**config.mk**
```make
export PLATFORM = sky130hd
export DESIGN_NAME = flash_host
export DESIGN_NICKNAME = d
export VERILOG_FILES = /design/src/verilog/flash_host_pkg.sv /design/src/verilog/flash_bus_cycle.sv /design/src/verilog/flash_host.sv /design/src/verilog/flash_status_judge.sv
export SDC_FILE = /design/constraint.sdc
export NUM_CORES = 1
export LEC_CHECK = 0
export BUFFER_PORTS_ARGS = -buffer_cell sky130_fd_sc_hd__buf_2
export CAP_MARGIN = 20
export CORE_ASPECT_RATIO = 1.4
export CORE_UTILIZATION = 50
export DETAILED_ROUTE_END_ITERATION = 7
export MAX_ROUTING_LAYER = met4
export PLACE_DENSITY_LB_ADDON = 0.1
export RECOVER_POWER = 100
export SYNTH_ARGS = -nofsm -noshare
export SYNTH_HDL_FRONTEND = slang
export SYNTH_SLANG_ARGS = --single-unit
```
**constraint.sdc**
```tcl
create_clock -name i_clock -period 2.5 [get_ports i_clock]
set_clock_uncertainty 0.2 [all_clocks]
set_input_delay 0.375 -clock i_clock [delete_from_list [all_inputs] [get_ports i_clock]]
set_output_delay 0.375 -clock i_clock [all_outputs]
set_load 0.005 [all_outputs]
```
**src/verilog/flash_host_pkg.sv**
```systemverilog
package flash_host_pkg;
  // ===========================================================
  // widths and clock
  localparam int ADDR_W = 23;
  localparam int DATA_W = 16;
  localparam int CLK_PERIOD_NS = 10;
  // ===========================================================
  // flash bus timing, plain defaults (least times round up)
  localparam int T_ADDR_SETUP_NS = 20;
  localparam int T_WE_PULSE_NS = 50;
  localparam int T_READ_ACCESS_NS = 100;
  localparam int T_CYCLE_HOLD_NS = 30;
  localparam int T_RESET_PULSE_NS = 500;
  localparam int T_RESET_RECOVER_NS = 20000;
  localparam int CYC_SETUP = (T_ADDR_SETUP_NS + CLK_PERIOD_NS - 1)
    / CLK_PERIOD_NS;
  localparam int CYC_WE = (T_WE_PULSE_NS + CLK_PERIOD_NS - 1)
    / CLK_PERIOD_NS;
  localparam int CYC_ACCESS = (T_READ_ACCESS_NS + CLK_PERIOD_NS - 1)
    / CLK_PERIOD_NS;
  localparam int CYC_HOLD = (T_CYCLE_HOLD_NS + CLK_PERIOD_NS - 1)
    / CLK_PERIOD_NS;
  localparam int CYC_RST_PULSE = (T_RESET_PULSE_NS + CLK_PERIOD_NS - 1)
    / CLK_PERIOD_NS;
  localparam int CYC_RST_RECOVER = (T_RESET_RECOVER_NS
    + CLK_PERIOD_NS - 1) / CLK_PERIOD_NS;
  // ===========================================================
  // command addresses and codes written to the device
  localparam logic [22:0] UNLOCK_ADDR_1 = 23'h000555;
  localparam logic [22:0] UNLOCK_ADDR_2 = 23'h0002AA;
  localparam logic [15:0] CODE_UNLOCK_1 = 16'h00AA;
  localparam logic [15:0] CODE_UNLOCK_2 = 16'h0055;
  localparam logic [15:0] CODE_PROGRAM = 16'h00A0;
  localparam logic [15:0] CODE_ERASE_SETUP = 16'h0080;
  localparam logic [15:0] CODE_CHIP_ERASE = 16'h0010;
  localparam logic [15:0] CODE_SECTOR_ERASE = 16'h0030;
  localparam logic [15:0] CODE_SUSPEND = 16'h00B0;
  localparam logic [15:0] CODE_RESUME = 16'h0030;
  localparam logic [15:0] CODE_READ_RESET = 16'h00F0;
  localparam logic [15:0] CODE_BLANK_SETUP_1 = 16'h00EB;
  localparam logic [15:0] CODE_BLANK_SETUP_2 = 16'h0076;
  localparam logic [15:0] CODE_BLANK_CONFIRM = 16'h0029;
  // ===========================================================
  // device status word bit positions
  localparam int BIT_DATA_POLL = 7;
  localparam int BIT_TOGGLE = 6;
  localparam int BIT_ERROR = 5;
  localparam int BIT_ERASE_TIMER = 3;
  // ===========================================================
  // own register map and status fields
  localparam logic [11:0] REG_CMD = 12'h000;
  localparam logic [11:0] REG_ADDR = 12'h004;
  localparam logic [11:0] REG_WDATA = 12'h008;
  localparam logic [11:0] REG_STATUS = 12'h00C;
  localparam logic [11:0] REG_RDATA = 12'h010;
  localparam logic [22:0] ADDR_RESET = 23'h000000;
  localparam logic [15:0] DATA_RESET = 16'h0000;
  localparam int ST_BUSY = 0;
  localparam int ST_DONE = 1;
  localparam int ST_ERROR = 2;
  localparam int ST_REFUSED = 3;
  localparam int ST_ERASE_CUT = 4;
  localparam int ST_TIMER = 5;
  localparam int ST_WINDOW = 6;
  localparam int ST_PROG_RUN = 7;
  localparam int ST_PROG_SUSP = 8;
  localparam int ST_SECT_RUN = 9;
  localparam int ST_SECT_SUSP = 10;
  localparam int ST_CHIP_RUN = 11;
  localparam int ST_BLANK_RUN = 12;
  // ===========================================================
  // operations software can order
  typedef enum logic [3:0] {
    OP_READ = 4'h0, OP_PROGRAM = 4'h1, OP_CHIP = 4'h2,
    OP_SECTOR = 4'h3, OP_ADD = 4'h4, OP_SUSPEND = 4'h5,
    OP_RESUME = 4'h6, OP_BLANK = 4'h7, OP_RESET = 4'h8,
    OP_POLL = 4'h9, OP_HWRESET = 4'hA
  } op_type;
endpackage

```
**src/verilog/flash_bus_cycle.sv**
```systemverilog
`timescale 1ns/1ps
// ===========================================================
// one asynchronous write or read cycle on the flash pins
module flash_bus_cycle (
  // clock and reset
  input wire logic i_clock,
  input wire logic i_rst_b,
  // request
  input wire logic i_start,
  input wire logic i_write,
  input wire logic [22:0] i_addr,
  input wire logic [15:0] i_wdata,
  output logic o_done,
  output logic [15:0] o_rdata,
  // flash pins
  input wire logic [15:0] i_dq_in,
  output logic [22:0] o_addr,
  output logic [15:0] o_dq_out,
  output logic o_dq_oe_b,
  output logic o_ce_b,
  output logic o_oe_b,
  output logic o_we_b
);
  typedef enum logic [1:0] {
    C_IDLE = 2'b00, C_SETUP = 2'b01, C_STROBE = 2'b10, C_HOLD = 2'b11
  } cyc_state_type;
  cyc_state_type state_reg;
  logic [7:0] cnt_reg;
  logic write_reg;
  wire logic cnt_zero = (cnt_reg == 8'h00);
  // pins all come from flops so no glitch reaches the device
  always_ff @(posedge i_clock or negedge i_rst_b) begin
    if (!i_rst_b) begin
      state_reg <= C_IDLE;
      cnt_reg <= 8'h00;
      write_reg <= 1'b0;
      o_done <= 1'b0;
      o_rdata <= 16'h0000;
      o_addr <= 23'h000000;
      o_dq_out <= 16'h0000;
      o_dq_oe_b <= 1'b1;
      o_ce_b <= 1'b1;
      o_oe_b <= 1'b1;
      o_we_b <= 1'b1;
    end else begin
      o_done <= 1'b0;
      if (!cnt_zero) cnt_reg <= cnt_reg - 8'h01;
      unique case (state_reg)
        C_IDLE: if (i_start) begin
          write_reg <= i_write;
          o_addr <= i_addr;
          o_dq_out <= i_wdata;
          o_dq_oe_b <= !i_write;
          o_ce_b <= 1'b0;
          cnt_reg <= 8'(flash_host_pkg::CYC_SETUP - 1);
          state_reg <= C_SETUP;
        end
        C_SETUP: if (cnt_zero) begin
          o_we_b <= !write_reg;
          o_oe_b <= write_reg;
          cnt_reg <= write_reg ? 8'(flash_host_pkg::CYC_WE - 1)
            : 8'(flash_host_pkg::CYC_ACCESS - 1);
          state_reg <= C_STROBE;
        end
        C_STROBE: if (cnt_zero) begin
          if (!write_reg) o_rdata <= i_dq_in;
          o_we_b <= 1'b1;
          o_oe_b <= 1'b1;
          cnt_reg <= 8'(flash_host_pkg::CYC_HOLD - 1);
          state_reg <= C_HOLD;
        end
        C_HOLD: if (cnt_zero) begin
          o_ce_b <= 1'b1;
          o_dq_oe_b <= 1'b1;
          o_done <= 1'b1;
          state_reg <= C_IDLE;
        end
      endcase
    end
  end
endmodule

```
**src/verilog/flash_host.sv**
```systemverilog
// Chosen here: the APB slave port and the placing of the registers.
`timescale 1ns/1ps
// ===========================================================
// Operation
// - resume code ends program suspend
// - chip erase is six writes ending 10h
// - hardware reset cuts erase; reissue it
// - sector erase: unlocks, setup, unlocks, 30h
// - after error issue read/reset
// - leave side modes with reset before resume
// - resume code from read mode, repeatable; host refuses a second resume
// - blank check setup then confirm, error cleared
module flash_host (
  // clock and reset
  input wire logic i_clock,
  input wire logic i_rst_b,
  // apb slave
  input wire logic i_psel,
  input wire logic i_penable,
  input wire logic i_pwrite,
  input wire logic [11:0] i_paddr,
  input wire logic [31:0] i_pwdata,
  output logic [31:0] o_prdata,
  output logic o_pready,
  output logic o_pslverr,
  // flash pins
  output logic [22:0] o_flash_addr,
  output logic [15:0] o_flash_dq_out,
  output logic o_flash_dq_oe_b,
  input wire logic [15:0] i_flash_dq_in,
  output logic o_flash_ce_b,
  output logic o_flash_oe_b,
  output logic o_flash_we_b,
  output logic o_flash_reset_b
);
  typedef enum logic [1:0] {
    M_IDLE = 2'b00, M_CYCLE = 2'b01, M_RST_LOW = 2'b10,
    M_RST_WAIT = 2'b11
  } main_state_type;
  main_state_type state_reg;
  flash_host_pkg::op_type op_reg;
  logic [2:0] step_reg;
  logic issue_reg;
  logic [11:0] wait_reg;
  logic [22:0] addr_reg;
  logic [15:0] wdata_reg;
  logic [15:0] first_reg;
  logic [15:0] rdata_reg;
  logic done_reg, error_reg, refused_reg, cut_reg, timer_reg;
  logic window_reg, prog_run_reg, prog_susp_reg;
  logic sect_run_reg, sect_susp_reg, chip_run_reg, blank_run_reg;
  logic [31:0] prdata_reg;
  logic cyc_done;
  logic [15:0] cyc_rdata;
  logic poll_done, poll_error, poll_timer;
  logic op_ok;
  logic [20:0] seq;

  // ===========================================================
  // apb decode, zero wait state
  wire logic hit = i_paddr == flash_host_pkg::REG_CMD
    || i_paddr == flash_host_pkg::REG_ADDR
    || i_paddr == flash_host_pkg::REG_WDATA
    || i_paddr == flash_host_pkg::REG_STATUS
    || i_paddr == flash_host_pkg::REG_RDATA;
  wire logic access = i_psel && i_penable;
  wire logic wr = access && i_pwrite && hit;
  wire logic wr_cmd = wr && i_paddr == flash_host_pkg::REG_CMD;
  wire logic wr_stat = wr && i_paddr == flash_host_pkg::REG_STATUS;
  assign o_pready = 1'b1;
  assign o_pslverr = access && !hit;
  assign o_prdata = prdata_reg;

  wire logic [3:0] cmd_code = i_pwdata[3:0];
  wire flash_host_pkg::op_type cmd_op = flash_host_pkg::op_type'(cmd_code);
  wire logic cmd_known = cmd_code <= 4'hA;
  wire logic busy = state_reg != M_IDLE;
  wire logic locked = chip_run_reg || blank_run_reg;
  wire logic dev_quiet = !(locked || window_reg || prog_run_reg
    || prog_susp_reg || sect_run_reg || sect_susp_reg);
  wire logic start = wr_cmd && !busy && cmd_known && op_ok;
  wire logic refuse = wr_cmd && !start;

  // which orders the device can take in its present mode
  always_comb begin
    op_ok = 1'b0;
    unique case (cmd_op)
      flash_host_pkg::OP_POLL, flash_host_pkg::OP_HWRESET: op_ok = 1'b1;
      flash_host_pkg::OP_ADD: op_ok = window_reg;
      flash_host_pkg::OP_SUSPEND:
        op_ok = (prog_run_reg || sect_run_reg) && !locked;
      flash_host_pkg::OP_RESUME:
        op_ok = (prog_susp_reg || sect_susp_reg) && !prog_run_reg
          && !locked;
      flash_host_pkg::OP_READ, flash_host_pkg::OP_RESET:
        op_ok = !locked && !prog_run_reg && !window_reg;
      flash_host_pkg::OP_PROGRAM:
        op_ok = !locked && !prog_run_reg && !window_reg
          && !sect_run_reg;
      flash_host_pkg::OP_CHIP, flash_host_pkg::OP_SECTOR,
        flash_host_pkg::OP_BLANK: op_ok = dev_quiet;
      default: op_ok = 1'b0;
    endcase
  end

  // ===========================================================
  // command sequence table
  // word: write, last, address select (0 unlock1, 1 unlock2,
  // 2 target), use write data, code
  function automatic logic [20:0] seq_step(
    input flash_host_pkg::op_type op, input logic [2:0] step);
    logic [20:0] w;
    w = {1'b1, 1'b1, 2'd2, 1'b0, flash_host_pkg::CODE_READ_RESET};
    unique case (op)
      flash_host_pkg::OP_READ: w = {1'b0, 1'b1, 2'd2, 1'b0, 16'h0000};
      flash_host_pkg::OP_POLL:
        w = {1'b0, step == 3'd1, 2'd2, 1'b0, 16'h0000};
      flash_host_pkg::OP_PROGRAM, flash_host_pkg::OP_CHIP,
      flash_host_pkg::OP_SECTOR: begin
        unique case (step)
          3'd0, 3'd3:
            w = {1'b1, 1'b0, 2'd0, 1'b0, flash_host_pkg::CODE_UNLOCK_1};
          3'd1, 3'd4:
            w = {1'b1, 1'b0, 2'd1, 1'b0, flash_host_pkg::CODE_UNLOCK_2};
          3'd2: w = (op == flash_host_pkg::OP_PROGRAM)
            ? {1'b1, 1'b0, 2'd0, 1'b0, flash_host_pkg::CODE_PROGRAM}
            : {1'b1, 1'b0, 2'd0, 1'b0, flash_host_pkg::CODE_ERASE_SETUP};
          default: w = (op == flash_host_pkg::OP_CHIP)
            ? {1'b1, 1'b1, 2'd0, 1'b0,
               flash_host_pkg::CODE_CHIP_ERASE}
            : {1'b1, 1'b1, 2'd2, 1'b0,
               flash_host_pkg::CODE_SECTOR_ERASE};
        endcase
        if (op == flash_host_pkg::OP_PROGRAM && step == 3'd3)
          w = {1'b1, 1'b1, 2'd2, 1'b1, 16'h0000};
      end
      flash_host_pkg::OP_ADD:
        w = {1'b1, 1'b1, 2'd2, 1'b0, flash_host_pkg::CODE_SECTOR_ERASE};
      flash_host_pkg::OP_SUSPEND:
        w = {1'b1, 1'b1, 2'd2, 1'b0, flash_host_pkg::CODE_SUSPEND};
      flash_host_pkg::OP_RESUME:
        w = (step == 3'd0)
          ? {1'b1, 1'b0, 2'd2, 1'b0, flash_host_pkg::CODE_READ_RESET}
          : {1'b1, 1'b1, 2'd2, 1'b0, flash_host_pkg::CODE_RESUME};
      flash_host_pkg::OP_BLANK: begin
        unique case (step)
          3'd0: w = {1'b1, 1'b0, 2'd2, 1'b0,
            flash_host_pkg::CODE_BLANK_SETUP_1};
          3'd1: w = {1'b1, 1'b0, 2'd2, 1'b0,
            flash_host_pkg::CODE_BLANK_SETUP_2};
          default: w = {1'b1, 1'b1, 2'd2, 1'b0,
            flash_host_pkg::CODE_BLANK_CONFIRM};
        endcase
      end
      default: w = {1'b1, 1'b1, 2'd2, 1'b0,
        flash_host_pkg::CODE_READ_RESET};
    endcase
    return w;
  endfunction

  assign seq = seq_step(op_reg, step_reg);
  wire logic seq_write = seq[20];
  wire logic seq_last = seq[19];
  wire logic [22:0] seq_addr = (seq[18:17] == 2'd0)
    ? flash_host_pkg::UNLOCK_ADDR_1
    : (seq[18:17] == 2'd1) ? flash_host_pkg::UNLOCK_ADDR_2 : addr_reg;
  wire logic [15:0] seq_data = seq[16] ? wdata_reg : seq[15:0];
  wire logic step_end = state_reg == M_CYCLE && cyc_done;
  wire logic op_end = step_end && seq_last;
  wire logic is_poll = op_reg == flash_host_pkg::OP_POLL;
  wire logic poll_fail = op_end && is_poll && poll_error;

  // ===========================================================
  // pin engine and status judge
  flash_bus_cycle u_cycle (
    .i_clock(i_clock),
    .i_rst_b(i_rst_b),
    .i_start(issue_reg),
    .i_write(seq_write),
    .i_addr(seq_addr),
    .i_wdata(seq_data),
    .o_done(cyc_done),
    .o_rdata(cyc_rdata),
    .i_dq_in(i_flash_dq_in),
    .o_addr(o_flash_addr),
    .o_dq_out(o_flash_dq_out),
    .o_dq_oe_b(o_flash_dq_oe_b),
    .o_ce_b(o_flash_ce_b),
    .o_oe_b(o_flash_oe_b),
    .o_we_b(o_flash_we_b)
  );

  flash_status_judge u_judge (
    .i_first(first_reg),
    .i_second(cyc_rdata),
    .o_done(poll_done),
    .o_error(poll_error),
    .o_timer(poll_timer)
  );

  // ===========================================================
  // sequencer: steps, device reset pulse and recovery
  always_ff @(posedge i_clock or negedge i_rst_b) begin
    if (!i_rst_b) begin
      state_reg <= M_IDLE;
      op_reg <= flash_host_pkg::OP_READ;
      step_reg <= 3'd0;
      issue_reg <= 1'b0;
      wait_reg <= 12'h000;
      o_flash_reset_b <= 1'b1;
    end else begin
      issue_reg <= 1'b0;
      unique case (state_reg)
        M_IDLE: if (start) begin
          op_reg <= cmd_op;
          step_reg <= 3'd0;
          if (cmd_op == flash_host_pkg::OP_HWRESET) begin
            o_flash_reset_b <= 1'b0;
            wait_reg <= 12'(flash_host_pkg::CYC_RST_PULSE - 1);
            state_reg <= M_RST_LOW;
          end else begin
            issue_reg <= 1'b1;
            state_reg <= M_CYCLE;
          end
        end
        M_CYCLE: if (poll_fail) begin
          op_reg <= flash_host_pkg::OP_RESET;
          step_reg <= 3'd0;
          issue_reg <= 1'b1;
        end else if (op_end) begin
          state_reg <= M_IDLE;
        end else if (step_end) begin
          step_reg <= step_reg + 3'd1;
          issue_reg <= 1'b1;
        end
        M_RST_LOW: if (wait_reg == 12'h000) begin
          o_flash_reset_b <= 1'b1;
          wait_reg <= 12'(flash_host_pkg::CYC_RST_RECOVER - 1);
          state_reg <= M_RST_WAIT;
        end else begin
          wait_reg <= wait_reg - 12'h001;
        end
        M_RST_WAIT: if (wait_reg == 12'h000) begin
          state_reg <= M_IDLE;
        end else begin
          wait_reg <= wait_reg - 12'h001;
        end
      endcase
    end
  end

  // ===========================================================
  // software registers and apb read data
  wire logic [31:0] status_word = {first_reg, 3'b000,
    blank_run_reg, chip_run_reg, sect_susp_reg, sect_run_reg,
    prog_susp_reg, prog_run_reg, window_reg, timer_reg, cut_reg,
    refused_reg, error_reg, done_reg, busy};
  wire logic [31:0] rd_mux =
    (i_paddr == flash_host_pkg::REG_CMD) ? {28'h0000000, op_reg}
    : (i_paddr == flash_host_pkg::REG_ADDR) ? {9'h000, addr_reg}
    : (i_paddr == flash_host_pkg::REG_WDATA) ? {16'h0000, wdata_reg}
    : (i_paddr == flash_host_pkg::REG_STATUS) ? status_word
    : (i_paddr == flash_host_pkg::REG_RDATA) ? {16'h0000, rdata_reg}
    : 32'h00000000;

  // read data is caught in the setup cycle so it is a flop
  always_ff @(posedge i_clock or negedge i_rst_b) begin
    if (!i_rst_b) begin
      prdata_reg <= 32'h00000000;
      addr_reg <= flash_host_pkg::ADDR_RESET;
      wdata_reg <= flash_host_pkg::DATA_RESET;
    end else begin
      if (i_psel && !i_penable) prdata_reg <= rd_mux;
      if (wr && i_paddr == flash_host_pkg::REG_ADDR)
        addr_reg <= i_pwdata[22:0];
      if (wr && i_paddr == flash_host_pkg::REG_WDATA)
        wdata_reg <= i_pwdata[15:0];
    end
  end

  // ===========================================================
  // sticky flags: a hardware set beats a write-one clear
  wire logic clr_done = wr_stat && i_pwdata[flash_host_pkg::ST_DONE];
  wire logic clr_err = wr_stat && i_pwdata[flash_host_pkg::ST_ERROR];
  wire logic clr_ref = wr_stat && i_pwdata[flash_host_pkg::ST_REFUSED];
  wire logic clr_cut = wr_stat
    && i_pwdata[flash_host_pkg::ST_ERASE_CUT];
  wire logic hw_start = start && cmd_op == flash_host_pkg::OP_HWRESET;
  wire logic finished = op_end && is_poll && poll_done;
  always_ff @(posedge i_clock or negedge i_rst_b) begin
    if (!i_rst_b) begin
      done_reg <= 1'b0;
      error_reg <= 1'b0;
      refused_reg <= 1'b0;
      cut_reg <= 1'b0;
    end else begin
      done_reg <= finished || (done_reg && !clr_done);
      error_reg <= poll_fail || (error_reg && !clr_err);
      refused_reg <= refuse || (refused_reg && !clr_ref);
      cut_reg <= (hw_start && (chip_run_reg || sect_run_reg
        || window_reg)) || (cut_reg && !clr_cut);
    end
  end

  // ===========================================================
  // model of the device mode as seen from this side
  wire logic end_prog = op_end && op_reg == flash_host_pkg::OP_PROGRAM;
  wire logic end_chip = op_end && op_reg == flash_host_pkg::OP_CHIP;
  wire logic end_sect = op_end && op_reg == flash_host_pkg::OP_SECTOR;
  wire logic end_blank = op_end && op_reg == flash_host_pkg::OP_BLANK;
  wire logic end_susp = op_end && op_reg == flash_host_pkg::OP_SUSPEND;
  wire logic end_res = op_end && op_reg == flash_host_pkg::OP_RESUME;
  wire logic jobs_over = finished || poll_fail || hw_start;
  always_ff @(posedge i_clock or negedge i_rst_b) begin
    if (!i_rst_b) begin
      timer_reg <= 1'b0;
      window_reg <= 1'b0;
      prog_run_reg <= 1'b0;
      prog_susp_reg <= 1'b0;
      sect_run_reg <= 1'b0;
      sect_susp_reg <= 1'b0;
      chip_run_reg <= 1'b0;
      blank_run_reg <= 1'b0;
      first_reg <= 16'h0000;
      rdata_reg <= 16'h0000;
    end else begin
      if (step_end && !seq_write) begin
        first_reg <= cyc_rdata;
        rdata_reg <= cyc_rdata;
      end
      if (op_end && is_poll) timer_reg <= poll_timer;
      // window shuts on timer high, suspend, or any job end
      window_reg <= end_sect || (window_reg && !(jobs_over || end_susp
        || (op_end && is_poll && poll_timer)));
      prog_run_reg <= (end_prog || (end_res && prog_susp_reg))
        || (prog_run_reg && !(jobs_over || end_susp));
      prog_susp_reg <= (end_susp && prog_run_reg)
        || (prog_susp_reg && !(end_res || hw_start));
      sect_run_reg <= (end_sect || (end_res && !prog_susp_reg))
        || (sect_run_reg && !(jobs_over
        || (end_susp && !prog_run_reg)));
      sect_susp_reg <= (end_susp && !prog_run_reg)
        || (sect_susp_reg && !((end_res && !prog_susp_reg)
        || hw_start));
      chip_run_reg <= end_chip
        || (chip_run_reg && !jobs_over);
      blank_run_reg <= end_blank
        || (blank_run_reg && !jobs_over);
    end
  end
endmodule

```
**src/verilog/flash_status_judge.sv**
```systemverilog
`timescale 1ns/1ps
// ===========================================================
// judges two back to back status reads
module flash_status_judge (
  // status words
  input wire logic [15:0] i_first,
  input wire logic [15:0] i_second,
  // verdict
  output logic o_done,
  output logic o_error,
  output logic o_timer
);
  // a still toggle bit means the embedded job has ended
  assign o_done = i_first[flash_host_pkg::BIT_TOGGLE]
    == i_second[flash_host_pkg::BIT_TOGGLE];
  assign o_error = !o_done && i_second[flash_host_pkg::BIT_ERROR];
  assign o_timer = i_second[flash_host_pkg::BIT_ERASE_TIMER];
endmodule
```
Yosys cells after proc, flatten, opt, wreduce, memory -nomap -nowiden
Index checks and enable logic that the tools add are counted.
Storage, ports and cells
  flip-flop bits (word level): 193
  bits in latches: 0
  memory bits (writable): 0
  ROM bits: 0
  input bits: 65
  output and inout bits: 78
  word-level logic and storage cells: 297
  memories kept: 0
Operators by class
  add/sub/neg operators: 3
  multipliers: 0
  div/mod/pow operators: 0
  order comparisons: 1
  eq/ne operators: 48
  shift-type cells: 0
  mux-type cells: 68
  bitwise gates (word level): 1
  reductions and logical operators: 143
Operators by type and width (count)
  one-hot mux 21 bit (7 select lines): 1
  two-way mux 32 bit: 4
  one-hot mux 20 bit (3 select lines): 1
  logical AND 1 bit: 55
  two-way mux 12 bit: 4
  two-way mux 23 bit: 2
  one-hot mux 20 bit (2 select lines): 1
  one-hot mux 12 bit (3 select lines): 1
  logical OR 1 bit: 34
  equality test 4 x 3 -> 1 bit (second input constant): 8
  two-way mux 16 bit: 2
  two-way mux 8 bit: 4
  equality test 12 x 4 -> 1 bit (second input constant): 2
  zero test 12 bit: 2
  one-hot mux 8 bit (3 select lines): 1
  zero test 1 bit: 23
  two-way mux 21 bit: 1
  two-way mux 2 bit: 10
  two-way mux 20 bit: 1
  two-way mux 19 bit: 1
  inequality test 2 bit (second input constant): 9
  equality test 4 x 2 -> 1 bit (second input constant): 4
  equality test 4 bit (second input constant): 4
  one-hot mux 2 bit (4 select lines): 2
  other kinds (36): 87

Longest topological paths before layout
  depth in word-level cells: 17
  gate-level depth with buffers: 10
  gate-level depth less buffers: 9

By module
A second synthesis with hierarchy kept.
Unflattened totals
  cell total of the unflattened synthesis: 885
  area total of the unflattened synthesis: 9569.2 um^2
By module, submodules not included
  flash_host: instances 1, cells each 672, area each 6540.0 um^2, sequential area each 3054.2 um^2
  flash_bus_cycle: instances 1, cells each 210, area each 3006.6 um^2, sequential area each 1781.7 um^2
  flash_status_judge: instances 1, cells each 3, area each 22.5 um^2, sequential area each 0.0 um^2

Worst setup path after synthesis
OpenSTA, ideal clock, no wires.
  path kind: reg2reg
  from: reg step_reg[2]
  to: reg sect_run_reg
  library setup time: 0.122 ns
  arrival time: 2.385 ns
  data required time: 2.178 ns
  slack: -0.207 ns
  stages on the path, launching flop included: 11
  buffers on the path: 2
  clock period less this slack: 2.707 ns
  cell sequence: dfrtp_1 clkbuf_1 inv_1 ha_1 clkbuf_1 nor2_1 a22oi_2 o2111ai_4 nand2_4 or4_1 a32o_1
On the way
  cells in the longest elaborated chain, start to end: 14
  elaborated cells on any way between the ends: 29
  classes of those cells: eq/ne (4); mux (5); reduce/logical (20)
RTL lines
  start, declared: RTL line flash_host.sv:42  | logic [2:0] step_reg;
  start signal, assigned: RTL line flash_host.sv:233  | step_reg <= step_reg + 3'd1;
  equality test 3 x 1 -> 1 bit (tied with other cells): RTL line flash_host.sv:117, flash_host.sv:120, flash_host.sv:146
  OR reduction 2 bit: RTL line flash_host.sv:120  | unique case (step)
  one-hot mux 20 bit (3 select lines): RTL line flash_host.sv:120
  two-way mux 21 bit: RTL line flash_host.sv:134  | if (op == flash_host_pkg::OP_PROGRAM && step == 3'd3)
  one-hot mux 21 bit (7 select lines) *: RTL line flash_host.sv:114  | unique case (op)
  logical AND 1 bit *: RTL line flash_host.sv:169  | wire logic op_end = step_end && seq_last;
  logical AND 1 bit: RTL line flash_host.sv:171, flash_host.sv:289
  logical AND 1 bit (on tied branches): RTL line flash_host.sv:289, flash_host.sv:171
  logical OR 1 bit (2 in a row): RTL line flash_host.sv:313  | wire logic jobs_over = finished || poll_fail || hw_start;
  logical OR 1 bit: RTL line flash_host.sv:341  | || (end_susp && !prog_run_reg)));
  zero test 1 bit: RTL line flash_host.sv:340  | || (sect_run_reg && !(jobs_over
  logical AND 1 bit: RTL line flash_host.sv:340
  logical OR 1 bit *: RTL line flash_host.sv:340
  end signal, assigned: RTL line flash_host.sv:339  | sect_run_reg <= (end_sect || (end_res && !prog_susp_reg))
  end, declared: RTL line flash_host.sv:51  | logic sect_run_reg, sect_susp_reg, chip_run_reg, blank_run_reg;
Mark *: on every way between the ends. The rest lies on a longest branch, timed or not.
A chain may end at the register's enable or synchronous reset.

Worst setup path after layout
  from: reg step_reg[0]
  to: reg sect_run_reg
Same word-level chain as after synthesis.

==> summary.txt <==
Die
  – Initial Util: 0.5112
  – Die H: 162.5 µm
  – Full die area: ~0.019 mm²
  – Die Wd: around 120 µm
  – IO Pins: 143
  – Core ar.: roughly 0.018 mm²
  – Site row count: 58

Global routing
  – Initial antenna violation count: 0
  – Global Route met1 Usage: 0.3651
  – Vias in the first global route: approximately 7400
  – GRT Overall Usage: 0.2772
  – Met2 Use GR: 0.4360
  – Gr busiest metal: met2
  – Global-route wire length before repair: 38710 µm
  – Largest net degree at the start of global routing: between 60 and 70
  – Grt met3 use: 0.04205
  – GRT overflow: 0

Place
  – PortBufs: ~130
  – Dpl cell area: approximately 0.011 mm²
  – Placer congestion estimate: roughly 0.90
  – DPL Wire Length: between 15000 and 20000 µm
  – Worst slack, placed: 0.03196 ns

Timing
  – Tcrit/Tclk final: 0.9579
  – Peak Freq: 417.6 MHz
  – Slew HR: 0.2723
  – Final Hold Viols: 0
  – Setup violators final: 0
  – Min Tclk post-route: ~2.4 ns
  – Final WS setup: 0.1053 ns
  – Worst-margin pin slew: 1.092 ns
  – Slew Viols, Final: 0

Critical path
  – Crit end category: flop
  – CP Capture Point: sect_run_reg
  – Data arrival time of the worst path: between 2 and 3 ns
  – R2r setup slk: ~0.11 ns
  – Max FO, Critical Path: 4
  – Worst Setup SP: step_reg[0]
  – Crit path launch type: flop
  – Crit path kind: flop to flop
  – Worst reg2reg startpoint: step_reg[0]
  – Crit-path cells: ha_1 > ha_2 > nor2_4 > a22oi_2 > o2111ai_4 > nand2_4 > or4_1 > a32o_1
  – Worst reg2reg endpoint: sect_run_reg
  – WP data required: approximately 2.6 ns
  – Worst reg-to-reg path cell count: 8
  – CP max stage cell: dfrtp_2
  – Critical path's largest stage delay: about 0.43 ns

Synthesis
  – Asr flop ratio synth: 1.000
  – Cell variety after synth: between 60 and 70
  – Mapped cell area: between 0.009 and 0.01 mm²
  – Post-synth EDFFs: 0
  – Syn Area/Cell: 9.957 µm²
  – Post-synthesis compound-gate area fraction: 0.1656
  – Post-synthesis sequential area ratio: 0.5256
  – Xor/xnor share of the synthesized area: 0.01047
  – Largest family of logic cells by synthesized area: compound AO/OA/AOI/OAI gates
  – Simple-Gate Fraction of Synth Area: 0.1520
  – Net count after synthesis: roughly 1000
  – Post-synthesis mux area share: 0.09751
  – Ys Warns: 0
  – Cells after synthesis: approximately 920
  – Post-Synth Adder-Cell Area: 0.01632
  – Yosys reg bits: between 150 and 200
  – Post-synth top flop: dfrtp_1

Drt
  – Vias per cell: about 5.5
  – Post-DR wirelength/cell: roughly 18 µm
  – WL final: approximately 24000 µm
  – Drt drc: 0
  – DRT antenna net count: 0
  – Via count of the routed design: between 7000 and 8000
  – 1st-iter DRT viols: slightly above 600
  – Pre-antenna DRT Iters: 5

Run
  – Max-cap viol count: 0

Status
  – Outcome: completed

Layout
  – Max FFs per register: 32
  – Antenna cells: 0
  – Layout cells sized above 1: 0.2273
  – Final instance area: between 0.01 and 0.015 mm²
  – P&R area growth vs syn: 23.15%
  – Fin nets: about 1200

Clock network
  – Clock Latency Late Sink: between 0.4 and 0.5 ns
  – Clk buf depth: 2
  – Root Buffer: clkbuf_16
  – Clock transition at path regs: approximately 0.08 ns
  – CTS tree: done
  – TritonCTS buffer count: 17
  – H-tree levels: 4
  – Clk sinks: about 190

Pwr
  – Total power: around 0.0075 W
  – Maximum VDD drop: 0.4770 mV
  – Static leakage: slightly above 5 nW
  – Power density over the cells: around 660 mW/mm²

Min path
  – Worst Hold Class: input pin to flop
layout by cell type (no fill, tap or decap), types with 9 or more instances in the layout:
master         netlist  routed
dfrtp_1            188     187
nand2_1            150     150
o21ai_0            104     102
buf_2                7      85
mux2_2              69      69
nor2_1              69      68
clkbuf_1            37      55
a21oi_1             47      47
buf_4                2      37
dlygate4sd3_1        0      34
inv_1               25      25
nor3_1              22      23
clkbuf_16            0      17
nand3_1             15      15
mux2i_1             12      12
ha_1                12      11
clkbuf_2             0      10
o31ai_1              9       9
synth_stat cells (all sizes together) (7+ instances only):
| library cell | n | area [µm²] |
|---|---|---|
| mux2 | 69 | 777.0 |
| ha | 12 | 150.1 |
| and2 | 9 | 56.30 |
| nand3 | 15 | 75.07 |
| nand2 | 152 | 580.6 |
| nor2b | 8 | 50.05 |
| mux2i | 12 | 120.1 |
| nor2 | 69 | 259.0 |
| clkbuf | 37 | 138.9 |
| a221oi | 7 | 61.31 |
| o21ai | 104 | 520.5 |
| a31oi | 7 | 43.79 |
| o31ai | 9 | 67.56 |
| inv | 26 | 97.59 |
| buf | 11 | 57.55 |
| dfrtp | 188 | 4705 |
| a22oi | 9 | 72.57 |
| nand2b | 9 | 56.30 |
| xor2 | 7 | 61.31 |
| o22ai | 7 | 43.79 |
| a21oi | 47 | 235.2 |
| nor3 | 23 | 120.1 |
critical path: cells and delay by family (launching register included):
family,cells,cell delay [ns]
fa+ha+maj,2,0.42
flops,1,0.43
simple gates,3,0.63
compound gates,3,0.61
through the flow:
step / utilization / hold slack, ns / std cells / setup TNS, ns
CTS: 0.6387 / 0.002883 / 1373 / 0
finish: 0.6295 / 0.008337 / 1375 / 0
floorplan: - / -0.1206 / 924 / -0.001906
global placement: 0.5842 / 0.1953 / 1307 / 0
detailed placement: 0.5842 / 0.1945 / 1307 / 0
global route: 0.6295 / 0.01375 / 1375 / -0.09316
how the worst min path moves through the flow:
| stage | start | end | slack, ns | cells after the start |
|---|---|---|---|---|
| floorplan | i_rst_b | addr_reg[0] | -0.12 | 0 |
| global placement | i_rst_b | u_cycle.cnt_reg[6] | 0.20 | 1 |
| detailed placement | i_rst_b | u_cycle.cnt_reg[5] | 0.19 | 1 |
| global route | i_pwdata[5] | wdata_reg[5] | 0.01 | 2 |
| finish | i_pwdata[4] | addr_reg[4] | 0.008 | 2 |
| CTS | i_pwdata[4] | addr_reg[4] | 0.003 | 2 |
metal layers:
metal,share of wire,wire length (µm)
met1,0.44,10790
met2,0.49,11920
met3,0.045,1087
met4,0.025,622
met5,0,0
logic make-up (layout without fill, tap and decap cells):
kind of cell,Yosys count,after routing
and+or+nand+nor,309,309
xor gates and xnor gates,11,11
buffers and inverters,74,285
other,1,1
AOI/OAI and AO/OA,243,243
adders and majority gates,12,12
muxes,81,81
DFF,193,193
where the power goes:
part	switching [W]	total, W	internal, W
registers	0.000171	0.00353	0.00336
logic	0.000570	0.00105	0.000475
clock network	0.00135	0.00290	0.00155
area by class of cell:
| type | instances | area, µm² |
|---|---|---|
| clock inverters | 15 | 215.2 |
| flip-flops and latches | 193 | 4837 |
| well taps | 240 | 300.3 |
| fillers | 1615 | 6668 |
| clock buffers | 17 | 425.4 |
| multi-input cells | 657 | 4081 |
| inverters | 26 | 97.59 |
| repair buffers | 227 | 1373 |
what timing repair did:
action,CTS,global route
hold buffers,34,0
resized for setup,0,5
endpoints found under the setup margin,0,32
buffers inserted,0,2
endpoints found under the hold margin,100,0
Power figures use the tool's default switching activity.
